===== config.mk =====
export PLATFORM = sky130hd
export DESIGN_NAME = ard_top
export DESIGN_NICKNAME = d
export VERILOG_FILES = /design/src/hdl/ard_pkg.sv /design/src/hdl/ard_char_if.sv /design/src/hdl/ard_bit_rx.sv /design/src/hdl/ard_fifo.sv /design/src/hdl/ard_top.sv
export VERILOG_INCLUDE_DIRS = /design/src /design/src/hdl
export SDC_FILE = /design/constraint.sdc
export NUM_CORES = 1
export LEC_CHECK = 0
export ABC_AREA = 1
export BUFFER_PORTS_ARGS = -buffer_cell sky130_fd_sc_hd__buf_4
export CAP_MARGIN = 30
export CORE_AREA = 2 2 103 105
export CTS_BUF_LIST = sky130_fd_sc_hd__clkbuf_8
export CTS_CLUSTER_DIAMETER = 40
export DETAILED_ROUTE_END_ITERATION = 16
export DIE_AREA = 0 0 105 107
export PLACE_DENSITY = 0.86
export SLEW_MARGIN = 20
export SYNTH_ARGS = -nofsm -noshare
export SYNTH_HDL_FRONTEND = slang
export SYNTH_HIERARCHICAL = 1
export SYNTH_SLANG_ARGS = --single-unit

===== constraint.sdc =====
create_clock -name sys_clk -period 3.45 [get_ports sys_clk]
set_input_delay 0.5175 -clock sys_clk [delete_from_list [all_inputs] [get_ports sys_clk]]
set_output_delay 0.5175 -clock sys_clk [all_outputs]
set_load 0.05 [all_outputs]

===== src/hdl/ard_params.svh =====
`ifndef ARD_PARAMS_SVH
`define ARD_PARAMS_SVH

// Register indices on the plain register port
`define ARD_ADDR_W 4
`define ARD_OFF_RX_DATA 4'h0
`define ARD_OFF_RX_CTRL 4'h1
`define ARD_OFF_BAUD 4'h2
`define ARD_OFF_TX_CTRL 4'h3
`define ARD_OFF_TX_DATA 4'h4
`define ARD_OFF_IRQ_EN 4'h5

// receive_status_control fields
`define ARD_RC_PORT_EN 7
`define ARD_RC_RX9 6
`define ARD_RC_SINGLE 5
`define ARD_RC_CONT 4
`define ARD_RC_ADDR 3
`define ARD_RC_FRAMING_ERROR_FLAG 2
`define ARD_RC_OVERRUN_ERROR_FLAG 1
`define ARD_RC_RECEIVED_NINTH_BIT 0

// transmit_status_control fields
`define ARD_TC_CLKSRC 7
`define ARD_TC_TX9 6
`define ARD_TC_TRANSMIT_ENABLE_BIT 5
`define ARD_TC_SYNC 4
`define ARD_TC_HIGH_SPEED_BAUD_SELECT 2
`define ARD_TC_SHIFT_REGISTER_EMPTY_FLAG 1
`define ARD_TC_TRANSMIT_NINTH_BIT 0

`define ARD_RST_BYTE 8'h00
`define ARD_RST_TX_CTRL 8'h02

// Oversampling: sixteen ticks per bit, start verified after eight
`define ARD_OVS_LAST 4'hf
`define ARD_HALF_LAST 4'h7
`define ARD_BITS8_LAST 4'h7
`define ARD_BITS9_LAST 4'h8
`define ARD_FRAME8_LAST 4'h9
`define ARD_FRAME9_LAST 4'ha

`endif


===== src/hdl/ard_pkg.sv =====
package ard_pkg;
  typedef enum logic [1:0] {
    ARD_RX_IDLE = 2'b00,
    ARD_RX_START = 2'b01,
    ARD_RX_DATA = 2'b10,
    ARD_RX_STOP = 2'b11
  } ard_rx_state_e;
  typedef enum logic [0:0] {
    ARD_TX_IDLE = 1'b0,
    ARD_TX_SEND = 1'b1
  } ard_tx_state_e;
endpackage : ard_pkg


===== src/hdl/ard_char_if.sv =====
interface ard_char_if;
  logic valid;
  logic [8:0] data;
  logic frameErr;
  modport source (output valid, output data, output frameErr);
  modport sink (input valid, input data, input frameErr);
endinterface : ard_char_if


===== src/hdl/ard_bit_rx.sv =====
`include "ard_params.svh"

module ard_bit_rx
  import ard_pkg::*;
(
  input wire logic sys_clk,
  input wire logic nrst,
  input wire logic ce,
  input wire logic enable,
  input wire logic tick,
  input wire logic nineBit,
  input wire logic rxIn,
  ard_char_if.source chr
);
  ard_rx_state_e state;
  logic rxPrev;
  logic [3:0] cnt;
  logic [3:0] idx;
  logic [8:0] shift;

  always_ff @(posedge sys_clk or negedge nrst) begin
    if (!nrst) begin
      state <= ARD_RX_IDLE;
      rxPrev <= 1'b1;
      cnt <= 4'h0;
      idx <= 4'h0;
      shift <= 9'h000;
      chr.valid <= 1'b0;
      chr.data <= 9'h000;
      chr.frameErr <= 1'b0;
    end else if (ce) begin
      chr.valid <= 1'b0;
      if (tick) begin
        rxPrev <= rxIn;
      end
      if (!enable) begin
        state <= ARD_RX_IDLE;
      end else if (tick) begin
        case (state)
          ARD_RX_IDLE: begin
            if (rxPrev && !rxIn) begin
              state <= ARD_RX_START;
              cnt <= 4'h0;
            end
          end
          ARD_RX_START: begin
            if (cnt == `ARD_HALF_LAST) begin
              // A glitch shorter than half a bit is dropped silently
              state <= rxIn ? ARD_RX_IDLE : ARD_RX_DATA;
              cnt <= 4'h0;
              idx <= 4'h0;
            end else begin
              cnt <= cnt + 4'h1;
            end
          end
          ARD_RX_DATA: begin
            if (cnt == `ARD_OVS_LAST) begin
              cnt <= 4'h0;
              shift <= {rxIn, shift[8:1]};
              idx <= idx + 4'h1;
              if (idx == (nineBit ? `ARD_BITS9_LAST : `ARD_BITS8_LAST)) begin
                state <= ARD_RX_STOP;
              end
            end else begin
              cnt <= cnt + 4'h1;
            end
          end
          ARD_RX_STOP: begin
            if (cnt == `ARD_OVS_LAST) begin
              chr.valid <= 1'b1;
              chr.data <= nineBit ? shift : {1'b0, shift[8:1]};
              chr.frameErr <= !rxIn;
              state <= ARD_RX_IDLE;
            end else begin
              cnt <= cnt + 4'h1;
            end
          end
          default: state <= ARD_RX_IDLE;
        endcase
      end
    end
  end
endmodule : ard_bit_rx


===== src/hdl/ard_fifo.sv =====
module ard_fifo #(
  parameter int DEPTH = 2
) (
  input wire logic sys_clk,
  input wire logic nrst,
  input wire logic ce,
  input wire logic flush,
  input wire logic push,
  input wire logic pop,
  ard_char_if.sink chr,
  output logic [8:0] topData,
  output logic topFerr,
  output logic full,
  output logic empty
);
  localparam int PW = (DEPTH > 1) ? $clog2(DEPTH) : 1;
  localparam int CW = $clog2(DEPTH + 1);

  logic [9:0] mem [DEPTH];
  logic [PW-1:0] wrPtr;
  logic [PW-1:0] rdPtr;
  logic [CW-1:0] count;

  function automatic logic [PW-1:0] nextPtr(input logic [PW-1:0] p);
    nextPtr = (p == PW'(DEPTH - 1)) ? '0 : p + PW'(1);
  endfunction : nextPtr

  assign full = (count == CW'(DEPTH));
  assign empty = (count == '0);
  assign topData = mem[rdPtr][8:0];
  assign topFerr = mem[rdPtr][9];

  always_ff @(posedge sys_clk) begin
    if (ce && push && !full) begin
      mem[wrPtr] <= {chr.frameErr, chr.data};
    end
  end

  always_ff @(posedge sys_clk or negedge nrst) begin
    if (!nrst) begin
      wrPtr <= '0;
      rdPtr <= '0;
      count <= '0;
    end else if (ce) begin
      if (flush) begin
        wrPtr <= '0;
        rdPtr <= '0;
        count <= '0;
      end else begin
        if (push && !full) begin
          wrPtr <= nextPtr(wrPtr);
        end
        if (pop && !empty) begin
          rdPtr <= nextPtr(rdPtr);
        end
        count <= count + CW'(push && !full) - CW'(pop && !empty);
      end
    end
  end
endmodule : ard_fifo


===== src/hdl/ard_top.sv =====
// Decided for this implementation: the strobed register port and the placing of the registers.
`include "ard_params.svh"

// Behaviour
// - Port enable bit turns the port on; clear means inactive.
// - Ninth-bit receive select chooses nine or eight data bits.
// - Address-detect enable puts receiver into address-detection mode.
// - Characters accepted only while continuous receive enable is set.
// - In address mode, ninth-bit-one character stored sets receive flag.
// - Interrupt request raised only with receive interrupt enable set.
// - In address mode every stored ninth bit reads back one.
// - Reading receive data returns low eight bits of oldest character.
// - Clearing continuous receive enable clears overrun flag.
// - Address detect cleared lets every character in and flag.
// - Third complete character before a read sets overrun flag.
// - Ninth-bit transmit select chooses nine or eight transmitted bits.
// - Clearing transmit enable disables the transmitter.
// - Mode select one means synchronous, zero asynchronous; here one only holds receiver and transmitter idle.
// - Receive FIFO holds exactly two characters.
// - In address mode, ninth-bit-zero characters are discarded.
// - Status ninth bit belongs to the top unread character.
// - During overrun nothing new is stored; stored characters stay readable.
module ard_top
  import ard_pkg::*;
#(
  parameter int FIFO_DEPTH = 2
) (
  input wire logic sys_clk,
  input wire logic nrst,
  input wire logic ce,
  input wire logic [`ARD_ADDR_W-1:0] addr,
  input wire logic [7:0] wrData,
  input wire logic wrStb,
  input wire logic rdStb,
  output logic [7:0] rdData,
  input wire logic rxPin,
  output logic txPin,
  output logic rxFlag,
  output logic rxIrq
);
  // receive_status_control writable bits and the overrun flag
  logic portEn;
  logic rx9;
  logic singleRx;
  logic contRx;
  logic addrDet;
  logic overrun;
  // transmit_status_control writable bits
  logic clkSrc;
  logic tx9;
  logic transmit_enable_bit;
  logic syncMode;
  logic high_speed_baud_select;
  logic transmit_ninth_bit;
  logic [7:0] baudDiv;
  logic rxIe;

  logic [9:0] baudCnt;
  logic tick;
  logic rxEnable;
  logic accept;
  logic overrunNow;
  logic push;
  logic pop;
  logic fifoFull;
  logic fifoEmpty;
  logic [8:0] topData;
  logic topFerr;
  logic wrRxCtrl;
  logic [7:0] rxCtrlRead;
  logic [7:0] txCtrlRead;
  logic [7:0] next_rdData;

  ard_tx_state_e txState;
  logic [10:0] txShift;
  logic [3:0] txTicks;
  logic [3:0] txBits;
  logic txBusy;

  ard_char_if chr ();

  function automatic logic regHit(input logic [`ARD_ADDR_W-1:0] a,
                                  input logic [`ARD_ADDR_W-1:0] off);
    regHit = (a == off);
  endfunction : regHit

  // Port runs only when on and in asynchronous mode
  assign rxEnable = portEn && contRx && !syncMode && !overrun;
  assign wrRxCtrl = wrStb && regHit(addr, `ARD_OFF_RX_CTRL);
  assign pop = rdStb && regHit(addr, `ARD_OFF_RX_DATA) && !fifoEmpty;
  // Only ninth-bit-one characters pass in address mode
  assign accept = chr.valid && (!addrDet || chr.data[8]);
  // A read in the same cycle means no overrun, but the full FIFO still refuses the push, so the character is lost
  assign overrunNow = accept && fifoFull && !pop;
  assign push = accept && !overrunNow;
  assign txBusy = (txState == ARD_TX_SEND);

  ard_bit_rx u_bit_rx (
    .sys_clk(sys_clk),
    .nrst(nrst),
    .ce(ce),
    .enable(rxEnable),
    .tick(tick),
    .nineBit(rx9),
    .rxIn(rxPin),
    .chr(chr.source)
  );

  ard_fifo #(
    .DEPTH(FIFO_DEPTH)
  ) u_fifo (
    .sys_clk(sys_clk),
    .nrst(nrst),
    .ce(ce),
    .flush(!portEn),
    .push(push),
    .pop(pop),
    .chr(chr.sink),
    .topData(topData),
    .topFerr(topFerr),
    .full(fifoFull),
    .empty(fifoEmpty)
  );

  // Sixteen ticks per bit; low speed divides a further four times
  always_ff @(posedge sys_clk or negedge nrst) begin
    if (!nrst) begin
      baudCnt <= 10'h000;
      tick <= 1'b0;
    end else if (ce) begin
      if (!portEn) begin
        baudCnt <= 10'h000;
        tick <= 1'b0;
      end else if (baudCnt == (high_speed_baud_select ? {2'b00, baudDiv} : {baudDiv, 2'b11})) begin
        baudCnt <= 10'h000;
        tick <= 1'b1;
      end else begin
        baudCnt <= baudCnt + 10'h001;
        tick <= 1'b0;
      end
    end
  end

  // receive_status_control control bits
  always_ff @(posedge sys_clk or negedge nrst) begin
    if (!nrst) begin
      portEn <= 1'b0;
      rx9 <= 1'b0;
      singleRx <= 1'b0;
      contRx <= 1'b0;
      addrDet <= 1'b0;
    end else if (ce && wrRxCtrl) begin
      portEn <= wrData[`ARD_RC_PORT_EN];
      rx9 <= wrData[`ARD_RC_RX9];
      singleRx <= wrData[`ARD_RC_SINGLE];
      contRx <= wrData[`ARD_RC_CONT];
      addrDet <= wrData[`ARD_RC_ADDR];
    end
  end

  // Overrun: a new overrun wins over a clearing write in the same cycle
  always_ff @(posedge sys_clk or negedge nrst) begin
    if (!nrst) begin
      overrun <= 1'b0;
    end else if (ce) begin
      if (overrunNow) begin
        overrun <= 1'b1;
      end else if (!portEn || (wrRxCtrl && !wrData[`ARD_RC_CONT])) begin
        overrun <= 1'b0;
      end
    end
  end

  // transmit_status_control, baud divisor and interrupt enable
  always_ff @(posedge sys_clk or negedge nrst) begin
    if (!nrst) begin
      clkSrc <= 1'b0;
      tx9 <= 1'b0;
      transmit_enable_bit <= 1'b0;
      syncMode <= 1'b0;
      high_speed_baud_select <= 1'b0;
      transmit_ninth_bit <= 1'b0;
      baudDiv <= `ARD_RST_BYTE;
      rxIe <= 1'b0;
    end else if (ce && wrStb) begin
      if (regHit(addr, `ARD_OFF_TX_CTRL)) begin
        clkSrc <= wrData[`ARD_TC_CLKSRC];
        tx9 <= wrData[`ARD_TC_TX9];
        transmit_enable_bit <= wrData[`ARD_TC_TRANSMIT_ENABLE_BIT];
        syncMode <= wrData[`ARD_TC_SYNC];
        high_speed_baud_select <= wrData[`ARD_TC_HIGH_SPEED_BAUD_SELECT];
        transmit_ninth_bit <= wrData[`ARD_TC_TRANSMIT_NINTH_BIT];
      end
      if (regHit(addr, `ARD_OFF_BAUD)) begin
        baudDiv <= wrData;
      end
      if (regHit(addr, `ARD_OFF_IRQ_EN)) begin
        rxIe <= wrData[0];
      end
    end
  end

  // Flag follows FIFO occupancy; software cannot touch it
  always_ff @(posedge sys_clk or negedge nrst) begin
    if (!nrst) begin
      rxFlag <= 1'b0;
      rxIrq <= 1'b0;
    end else if (ce) begin
      rxFlag <= portEn && !fifoEmpty;
      rxIrq <= portEn && !fifoEmpty && rxIe;
    end
  end

  // Transmitter: no holding register, a write while busy is dropped
  always_ff @(posedge sys_clk or negedge nrst) begin
    if (!nrst) begin
      txState <= ARD_TX_IDLE;
      txShift <= 11'h7ff;
      txTicks <= 4'h0;
      txBits <= 4'h0;
      txPin <= 1'b1;
    end else if (ce) begin
      if (!transmit_enable_bit || !portEn || syncMode) begin
        txState <= ARD_TX_IDLE;
        txPin <= 1'b1;
      end else begin
        case (txState)
          ARD_TX_IDLE: begin
            txPin <= 1'b1;
            if (wrStb && regHit(addr, `ARD_OFF_TX_DATA)) begin
              // Stop, optional ninth bit, data, start
              txShift <= {1'b1, tx9 ? transmit_ninth_bit : 1'b1, wrData, 1'b0};
              txTicks <= 4'h0;
              txBits <= 4'h0;
              txState <= ARD_TX_SEND;
            end
          end
          ARD_TX_SEND: begin
            txPin <= txShift[0];
            if (tick) begin
              if (txTicks == `ARD_OVS_LAST) begin
                txTicks <= 4'h0;
                txShift <= {1'b1, txShift[10:1]};
                txBits <= txBits + 4'h1;
                if (txBits == (tx9 ? `ARD_FRAME9_LAST : `ARD_FRAME8_LAST)) begin
                  txState <= ARD_TX_IDLE;
                end
              end else begin
                txTicks <= txTicks + 4'h1;
              end
            end
          end
          default: txState <= ARD_TX_IDLE;
        endcase
      end
    end
  end

  // Framing error and ninth bit describe the top unread character, zero when empty
  always_comb begin
    rxCtrlRead = `ARD_RST_BYTE;
    rxCtrlRead[`ARD_RC_PORT_EN] = portEn;
    rxCtrlRead[`ARD_RC_RX9] = rx9;
    rxCtrlRead[`ARD_RC_SINGLE] = singleRx;
    rxCtrlRead[`ARD_RC_CONT] = contRx;
    rxCtrlRead[`ARD_RC_ADDR] = addrDet;
    rxCtrlRead[`ARD_RC_FRAMING_ERROR_FLAG] = !fifoEmpty && topFerr;
    rxCtrlRead[`ARD_RC_OVERRUN_ERROR_FLAG] = overrun;
    rxCtrlRead[`ARD_RC_RECEIVED_NINTH_BIT] = !fifoEmpty && topData[8];
  end

  always_comb begin
    txCtrlRead = `ARD_RST_BYTE;
    txCtrlRead[`ARD_TC_CLKSRC] = clkSrc;
    txCtrlRead[`ARD_TC_TX9] = tx9;
    txCtrlRead[`ARD_TC_TRANSMIT_ENABLE_BIT] = transmit_enable_bit;
    txCtrlRead[`ARD_TC_SYNC] = syncMode;
    txCtrlRead[`ARD_TC_HIGH_SPEED_BAUD_SELECT] = high_speed_baud_select;
    txCtrlRead[`ARD_TC_SHIFT_REGISTER_EMPTY_FLAG] = !txBusy;
    txCtrlRead[`ARD_TC_TRANSMIT_NINTH_BIT] = transmit_ninth_bit;
  end

  always_comb begin
    next_rdData = `ARD_RST_BYTE;
    if (rdStb) begin
      case (addr)
        `ARD_OFF_RX_DATA: next_rdData = fifoEmpty ? `ARD_RST_BYTE : topData[7:0];
        `ARD_OFF_RX_CTRL: next_rdData = rxCtrlRead;
        `ARD_OFF_BAUD: next_rdData = baudDiv;
        `ARD_OFF_TX_CTRL: next_rdData = txCtrlRead;
        `ARD_OFF_IRQ_EN: next_rdData = {7'h00, rxIe};
        default: next_rdData = `ARD_RST_BYTE;
      endcase
    end
  end

  // Read data stands only in the cycle after the strobe
  always_ff @(posedge sys_clk or negedge nrst) begin
    if (!nrst) begin
      rdData <= `ARD_RST_BYTE;
    end else if (ce) begin
      rdData <= next_rdData;
    end
  end
endmodule : ard_top


==> results.ini, run 1 <==
[run_status]
status = completed

[synth]
syn_area_um2 = 6120
synth_top_area_frac = 0.348
yosysUniqueCellTypes = 41
synth_edf_count = 20
avgSynthCellArea_um2 = 8.13
yosys.area_share.simple = 0.291
ys.flop_type = dfrtp_1
yosysTopAreaCell = dfrtp_1
synth_top_family_by_area = simple AND/OR/NAND/NOR gates
synth_compound_area_frac = 0.110
synthMuxAreaShare = 0
syn_nets = 777
synth_seq_area_share = 0.498
async_flop_share = 0.829
synth_common_cells = 283 x nand2_1, 85 x dfrtp_1, 77 x inv_1
ys_seq_elements = 117
synth_fa_ha_area_frac = 0.0143
synth_area_leaders = dfrtp_1 35%, nand2_1 17%, edfxtp_1 9.8%
syn-instance-count = 752
yosysMostFrequentCell = nand2_1
ys_warn_count = 6
synth-xor-area-share = 0.0129

[global_routing]
grt_pass1_vias = 4975
antenna_found_initial = 0
grt_max_degree = 72
grt_pass1_wl_mm = 23.1
grt_usage = 0.264
grt_overflow = 0

[critical_path]
cp_common_cell = inv_1
slowest_stage = dfrtp_1
cp.required_ns = 3.56
path_max_fanout = 10
critPathMaxStageDelay_ns = 0.41
cp-end-kind = flop
cp-start-kind = flop
cp_cell_sequence = inv_2, nand2_2, inv_1, inv_1, nand3_1, nor2_1, nor3b_1, nor2_1, nand2_1, inv_1, nand3_1, inv_1
cp.arrival_ns = 2.52
critical_path_class = flop to flop

[floorplanning]
core.rowCount = 37
dieArea_um2 = 11200
ios = 29
die_w_um = 105
die_h_um = 107
initial_core_util = 0.606
core_um2 = 10100

[layout]
num_antenna_cells = 0
area_growth_pct = 12.7
final_core_util = 0.683
drive_gt1_frac = 0.171
nNetsFinal = 811

[detailed_routing]
vias = 5119
drt_pass1_iterations = 8
avgViaCountPerCell = 5.47
drcViolationCount = 0
drtIter0Drc = 436
routed_wl_mm = 13.9
detail-route-antenna-nets = 0
wl_per_cell_um = 14.8

[cts]
insertion_delay_ns = 0.45
cts_sinks = 117
clockBufferDepth = 2
htreeDepth = 4
postCtsHoldBufs = 0
cts_buffers = 17
post_cts_buffers = 0
cts_tree = done
cts_root_buf = clkbuf_8
cts_resized = 0
clk_pin_slew_ns = 0.08

[place]
gp_congestion = 0.921
dp.final_hpwl_mm = 9.46
portBuffers = 28

[sta]
setup_viol = 0
relSlewSlack = 0.571
skew_ns = 0.0119
worst_pin_slew_ns = 0.644
fin_crit_ns = 2.41
rsz0062_at_grt = false
fmax_mhz = 415
fin_tns_setup_ns = 0
hold_viol_final = 0
slew_viol_final = 0
finalCritPeriodShare = 0.699

[pwr]
powerDensity_nw_per_um2 = 477
p_switching_uw = 864
p_clk_frac = 0.442
max-vdd-ir-drop_mv = 0.222
p_leak_nw = 3.38
p_total_mw = 3.29
swShare = 0.263
p_seq_frac = 0.467
comb_power_share = 0.090
intPower_mw = 2.42

[job]
cap_violations = 0

[min_path]
hp-class = input port to flop

routing by layer:
| metal | routed length (um) | track usage |
|---|---|---|
| met4 | 356 | 0.113 |
| met1 | 5660 | 0.332 |
| met3 | 1040 | 0.0675 |
| met5 | 0 | 0 |
| met2 | 6820 | 0.435 |
final cells by class:
type / count / area [um2]
fillers: 750 / 3200
flip-flops and latches: 117 / 3040
multi-input cells: 531 / 2620
inverters: 85 / 322
repair buffers: 34 / 278
clock buffers: 17 / 234
clock inverters: 15 / 229
well taps: 136 / 170
registers in the layout (all words and copies together) (netlist names), 8 cells and up:
name               flops
rdData                 8
baudDiv                8
u_bit_rx/chr.data      9
txShift               10
u_bit_rx/shift         9
baudCnt               10
u_fifo/mem            20
stage by stage:
stage          setup WS (ns)  hold WS (ns)  area [um2]  instances
2_1_floorplan          0.926         0.222        6120        752
3_3_place_gp            1.14         0.452        6390        901
3_5_place_dp            1.00         0.461        6390        901
4_1_cts                 1.10         0.216        6860        933
5_1_grt                0.899         0.257        6890        935
6_report                1.04         0.273        6890        935
worst max-delay path: cells and delay by family, from the launching register on:
kind / cells / cell delay [ns]
AND/OR/NAND/NOR: 7 / 1.01
flip-flops: 1 / 0.41
buffers and inverters: 5 / 0.65
cell usage in the layout, fill, tap and decap left out, types with 17 or more instances in the layout:
cell,instances
clkbuf_8,17
edfxtp_1,20
nand2_1,283
buf_4,32
o21ai_0,42
nand3_1,42
nor2_1,42
o21ai_2,29
inv_1,77
dfrtp_1,85
final timing paths:
path	from	endpoint	slack, ns	cells past startpoint
setup / recovery	u_fifo/count[1]	u_fifo/mem[1][0]	1.04	12
hold reg to reg	txShift[1]	txShift[0]	0.47	2
max in group asynchronous	nrst	u_bit_rx/rxPrev	2.10	4
min in group asynchronous	nrst	rdData[7]	0.47	2
setup reg to reg	u_fifo/count[1]	u_fifo/mem[1][0]	1.04	12
hold / removal	rxPin	u_bit_rx/chr.frameErr	0.27	2
power groups by stage:
stage | Clock (mW) | Combinational (mW) | Sequential, mW
5_1_grt | 1.54 | 0.342 | 1.54
4_1_cts | 1.47 | 0.292 | 1.53
3_3_place_gp | 0 | 0.276 | 1.55
6_report | 1.45 | 0.297 | 1.54
3_5_place_dp | 0 | 0.288 | 1.56
2_1_floorplan | 0 | 0.215 | 1.52
cell families (layout without fill, tap and decap cells):
logic type                 count (synthesis)  count (layout)
adders and majority gates                  7               7
and+or+nand+nor                          410             410
DFF                                      117             117
AOI/OAI and AO/OA                        105             105
xor gates and xnor gates                   9               9
buffers and inverters                    104             151
Power figures use the tool's default switching activity.
==> run 2, diff against run 1 <==
- ABC_AREA: 1 -> 0
- CORE_AREA: 2 2 103 105 -> 2 2 105 107
- DIE_AREA: 0 0 105 107 -> 0 0 107 109
- PLACE_DENSITY: 0.86 -> 0.83
- clock period: 3.45 -> 2.2 ns (I/O delays scaled with it)
==> run 2 against run 1 <==
  * Cell area down 1.9%
  * Synthesized cell count down 32%
  * Die area up 3.8%
  * Sequential cell count unchanged
  * First-iteration DRC count down 19%
  * Non-clock buffer count up 17
==> results.ini, run 2 <==
[pwr]
p_total_mw = 4.98  ; +51%
max-vdd-ir-drop_mv = 0.545  ; +150%
powerDensity_nw_per_um2 = 737  ; +54%
p_leak_nw = 2.89  ; -15%

[sta]
skew_ns = 0.0101  ; -0.00186 ns
rsz0062_at_grt = false
relSlewSlack = 0.659  ; +0.0881
setup_viol = 0  ; unchanged
worst_pin_slew_ns = 0.511  ; -0.132 ns
fin_ws_ns = 0.139  ; -0.901 ns
slew_viol_final = 0  ; unchanged
finalCritPeriodShare = 0.937  ; +0.238
fin_crit_ns = 2.06  ; -0.349 ns
fin_tns_setup_ns = 0  ; unchanged
hold_viol_final = 0  ; unchanged
fmax_mhz = 485  ; +17%

[detailed_routing]
drtIter0Drc = 352  ; -19%
drt_pass1_iterations = 4  ; -4
routed_wl_mm = 12.8  ; -7.5%
avgViaCountPerCell = 6.01  ; +9.7%
vias = 4290  ; -16%
wl_per_cell_um = 18.0  ; +21%
drcViolationCount = 0  ; unchanged
detail-route-antenna-nets = 0  ; unchanged

[global_routing]
gr-usage-met1 = 0.300  ; -0.0317
use_met2 = 0.399  ; -0.0356
antenna_found_initial = 0  ; unchanged
grt.busiest_layer = met2
grt_pass1_vias = 4299  ; -14%
grt_overflow = 0  ; unchanged
grt_pass1_wl_mm = 21.2  ; -8.4%
met3_usage = 0.0634  ; -0.00412
grt_max_degree = 38  ; -47%
grt_usage = 0.240  ; -0.0235

[floorplanning]
die_h_um = 109  ; +1.9%
initial_core_util = 0.550  ; -0.0564
die_w_um = 107  ; +1.9%
core.rowCount = 38  ; +2.7%
dieArea_um2 = 11700  ; +3.8%
ios = 29  ; unchanged
core_um2 = 10600  ; +5.1%

[synth]
async_flop_share = 0.829  ; unchanged
ys.flop_type = dfrtp_1
syn-instance-count = 510  ; -32%
syn_area_um2 = 5830  ; -4.7%
yosysTopAreaCell = dfrtp_1
yosysMostFrequentCell = dfrtp_1
synth_top_area_frac = 0.365  ; +0.0173
synth_common_cells = 85 x dfrtp_1, 36 x nand2_1, 30 x nor2_1
synth_area_leaders = dfrtp_1 37%, edfxtp_1 10%, dfstp_2 5.4%
synth_seq_area_share = 0.522  ; +0.0247
ys_warn_count = 6  ; unchanged
synth_edf_count = 20  ; unchanged
yosysUniqueCellTypes = 70  ; +71%
ys_seq_elements = 117  ; unchanged
syn_nets = 535  ; -31%
avgSynthCellArea_um2 = 11.4  ; +40%

[cts]
clockBufferDepth = 2  ; unchanged
cts_sinks = 117  ; unchanged
htreeDepth = 4  ; unchanged
cts_tree = done
clk_pin_slew_ns = 0.07  ; about the same
cts_buffers = 17  ; unchanged
insertion_delay_ns = 0.44  ; about the same
cts_root_buf = clkbuf_8

[layout]
mostFrequentLayoutCells = 84 x dfrtp_1, 49 x buf_4, 36 x nand2_1
area_growth_pct = 16.0
layout_commonest_cell = dfrtp_1
multi_input_comb_area_um2 = 2670  ; +2.0%
num_antenna_cells = 0  ; unchanged
largest_register = u_fifo/mem
largest_reg_flops = 20  ; unchanged
largestRegisters = u_fifo/mem: 20 flops, baudCnt: 10 flops, txShift: 10 flops
fill_cells = 794  ; +5.9%
nNetsFinal = 586  ; -28%
drive_gt1_frac = 0.242  ; +0.0707
ff_latch_area_um2 = 3040  ; about the same

[place]
post-place-ws_ns = -0.121  ; -1.12 ns
dp.final_hpwl_mm = 8.94  ; -5.5%
portBuffers = 28  ; unchanged
gp_congestion = 0.867  ; -5.9%

[critical_path]
cp-start-kind = flop
cp-end-kind = flop
path_max_fanout = 6  ; -4
critical_path_class = flop to flop
cp.required_ns = 2.58  ; -0.98 ns
cp.arrival_ns = 2.44  ; -0.08 ns
rrSetupSlack_ns = 0.14  ; -0.90 ns

[run_status]
status = completed

[job]
cap_violations = 0  ; unchanged

[min_path]
hp-class = input port to flop

run 2: changes by cell type in the layout (fill, tap and decap cells not counted), sizes merged, moves of 19 or more:
cell / before / now
inv: 86 / 19
nand3: 46 / 15
o21ai: 84 / 33
mux2i: 0 / 27
o2bb2ai: 0 / 19
mux2: 0 / 47
nand2: 291 / 36
run 2: kinds of logic (layout without fill, tap and decap cells):
kind of cell    Yosys count  count (layout)  share of synthesized area
compound gates          116             116                      0.138
xor+xnor                 10              10                     0.0150
fa+ha+maj                 7               7                     0.0150
buf+inv                  35              99                     0.0266
flops                   117             117                      0.522
mux                      74              74                      0.137
simple gates            151             151                      0.146
run 2: area by class of cell:
class	count	area share
Clock buffer	17	0.0346
Clock inverter	15	0.0265
Inverter	16	0.00889
Multi-Input combinational cell	358	0.395
Sequential cell	117	0.450
Tap cell	140	0.0259
Timing Repair Buffer	51	0.0589
run 2: layer usage:
layer | vias to the layer above | share of wire
met3 | 23 | 0.057
met2 | 133 | 0.50
met5 | - | 0
li1 | 2008 | -
met4 | 0 | 0.019
met1 | 2126 | 0.42
run 2: power by group:
part / switching [mW] / internal, mW
logic: 0.281 / 0.236
clock network: 0.933 / 1.12
registers: 0.114 / 2.29
run 2: worst paths after layout:
check / from / end / cells past startpoint
setup / recovery: syncMode / u_bit_rx/idx[3] / 6
hold / removal: rxPin / u_bit_rx/chr.frameErr / 2
setup reg to reg: syncMode / u_bit_rx/idx[3] / 6
hold reg to reg: u_bit_rx/chr.data[1] / u_fifo/mem[1][1] / 0
max in group asynchronous: nrst / txShift[9] / 3
min in group asynchronous: nrst / baudCnt[3] / 2
run 2: worst max-delay path, stage by stage (launching register included):
cell	delay [ns]
dfrtp_1	0.42
nor4b_1	0.34
buf_4	0.19
and3_1	0.30
o31ai_2	0.15
or4_1	0.50
nand3_1	0.10
run 2: through the flow:
| stage | area (um2) | hold slack (ns) | util | std cells |
|---|---|---|---|---|
| after floorplan | 5870 | 0.0344 | - | 510 |
| after global placement | 6320 | 0.304 | 0.596 | 680 |
| after detailed placement | 6320 | 0.322 | 0.596 | 680 |
| after CTS | 6740 | 0.0863 | 0.636 | 713 |
| after global routing | 6760 | 0.0934 | 0.637 | 714 |
| final | 6760 | 0.110 | 0.637 | 714 |
run 2: what timing repair did:
item / in CTS / in global routing
hold buffers: 1 / 0
endpoints found under the hold margin: 30 / 0
setup buffers: 0 / 1
resized for setup: 0 / 3
endpoints found under the setup margin: 0 / 4
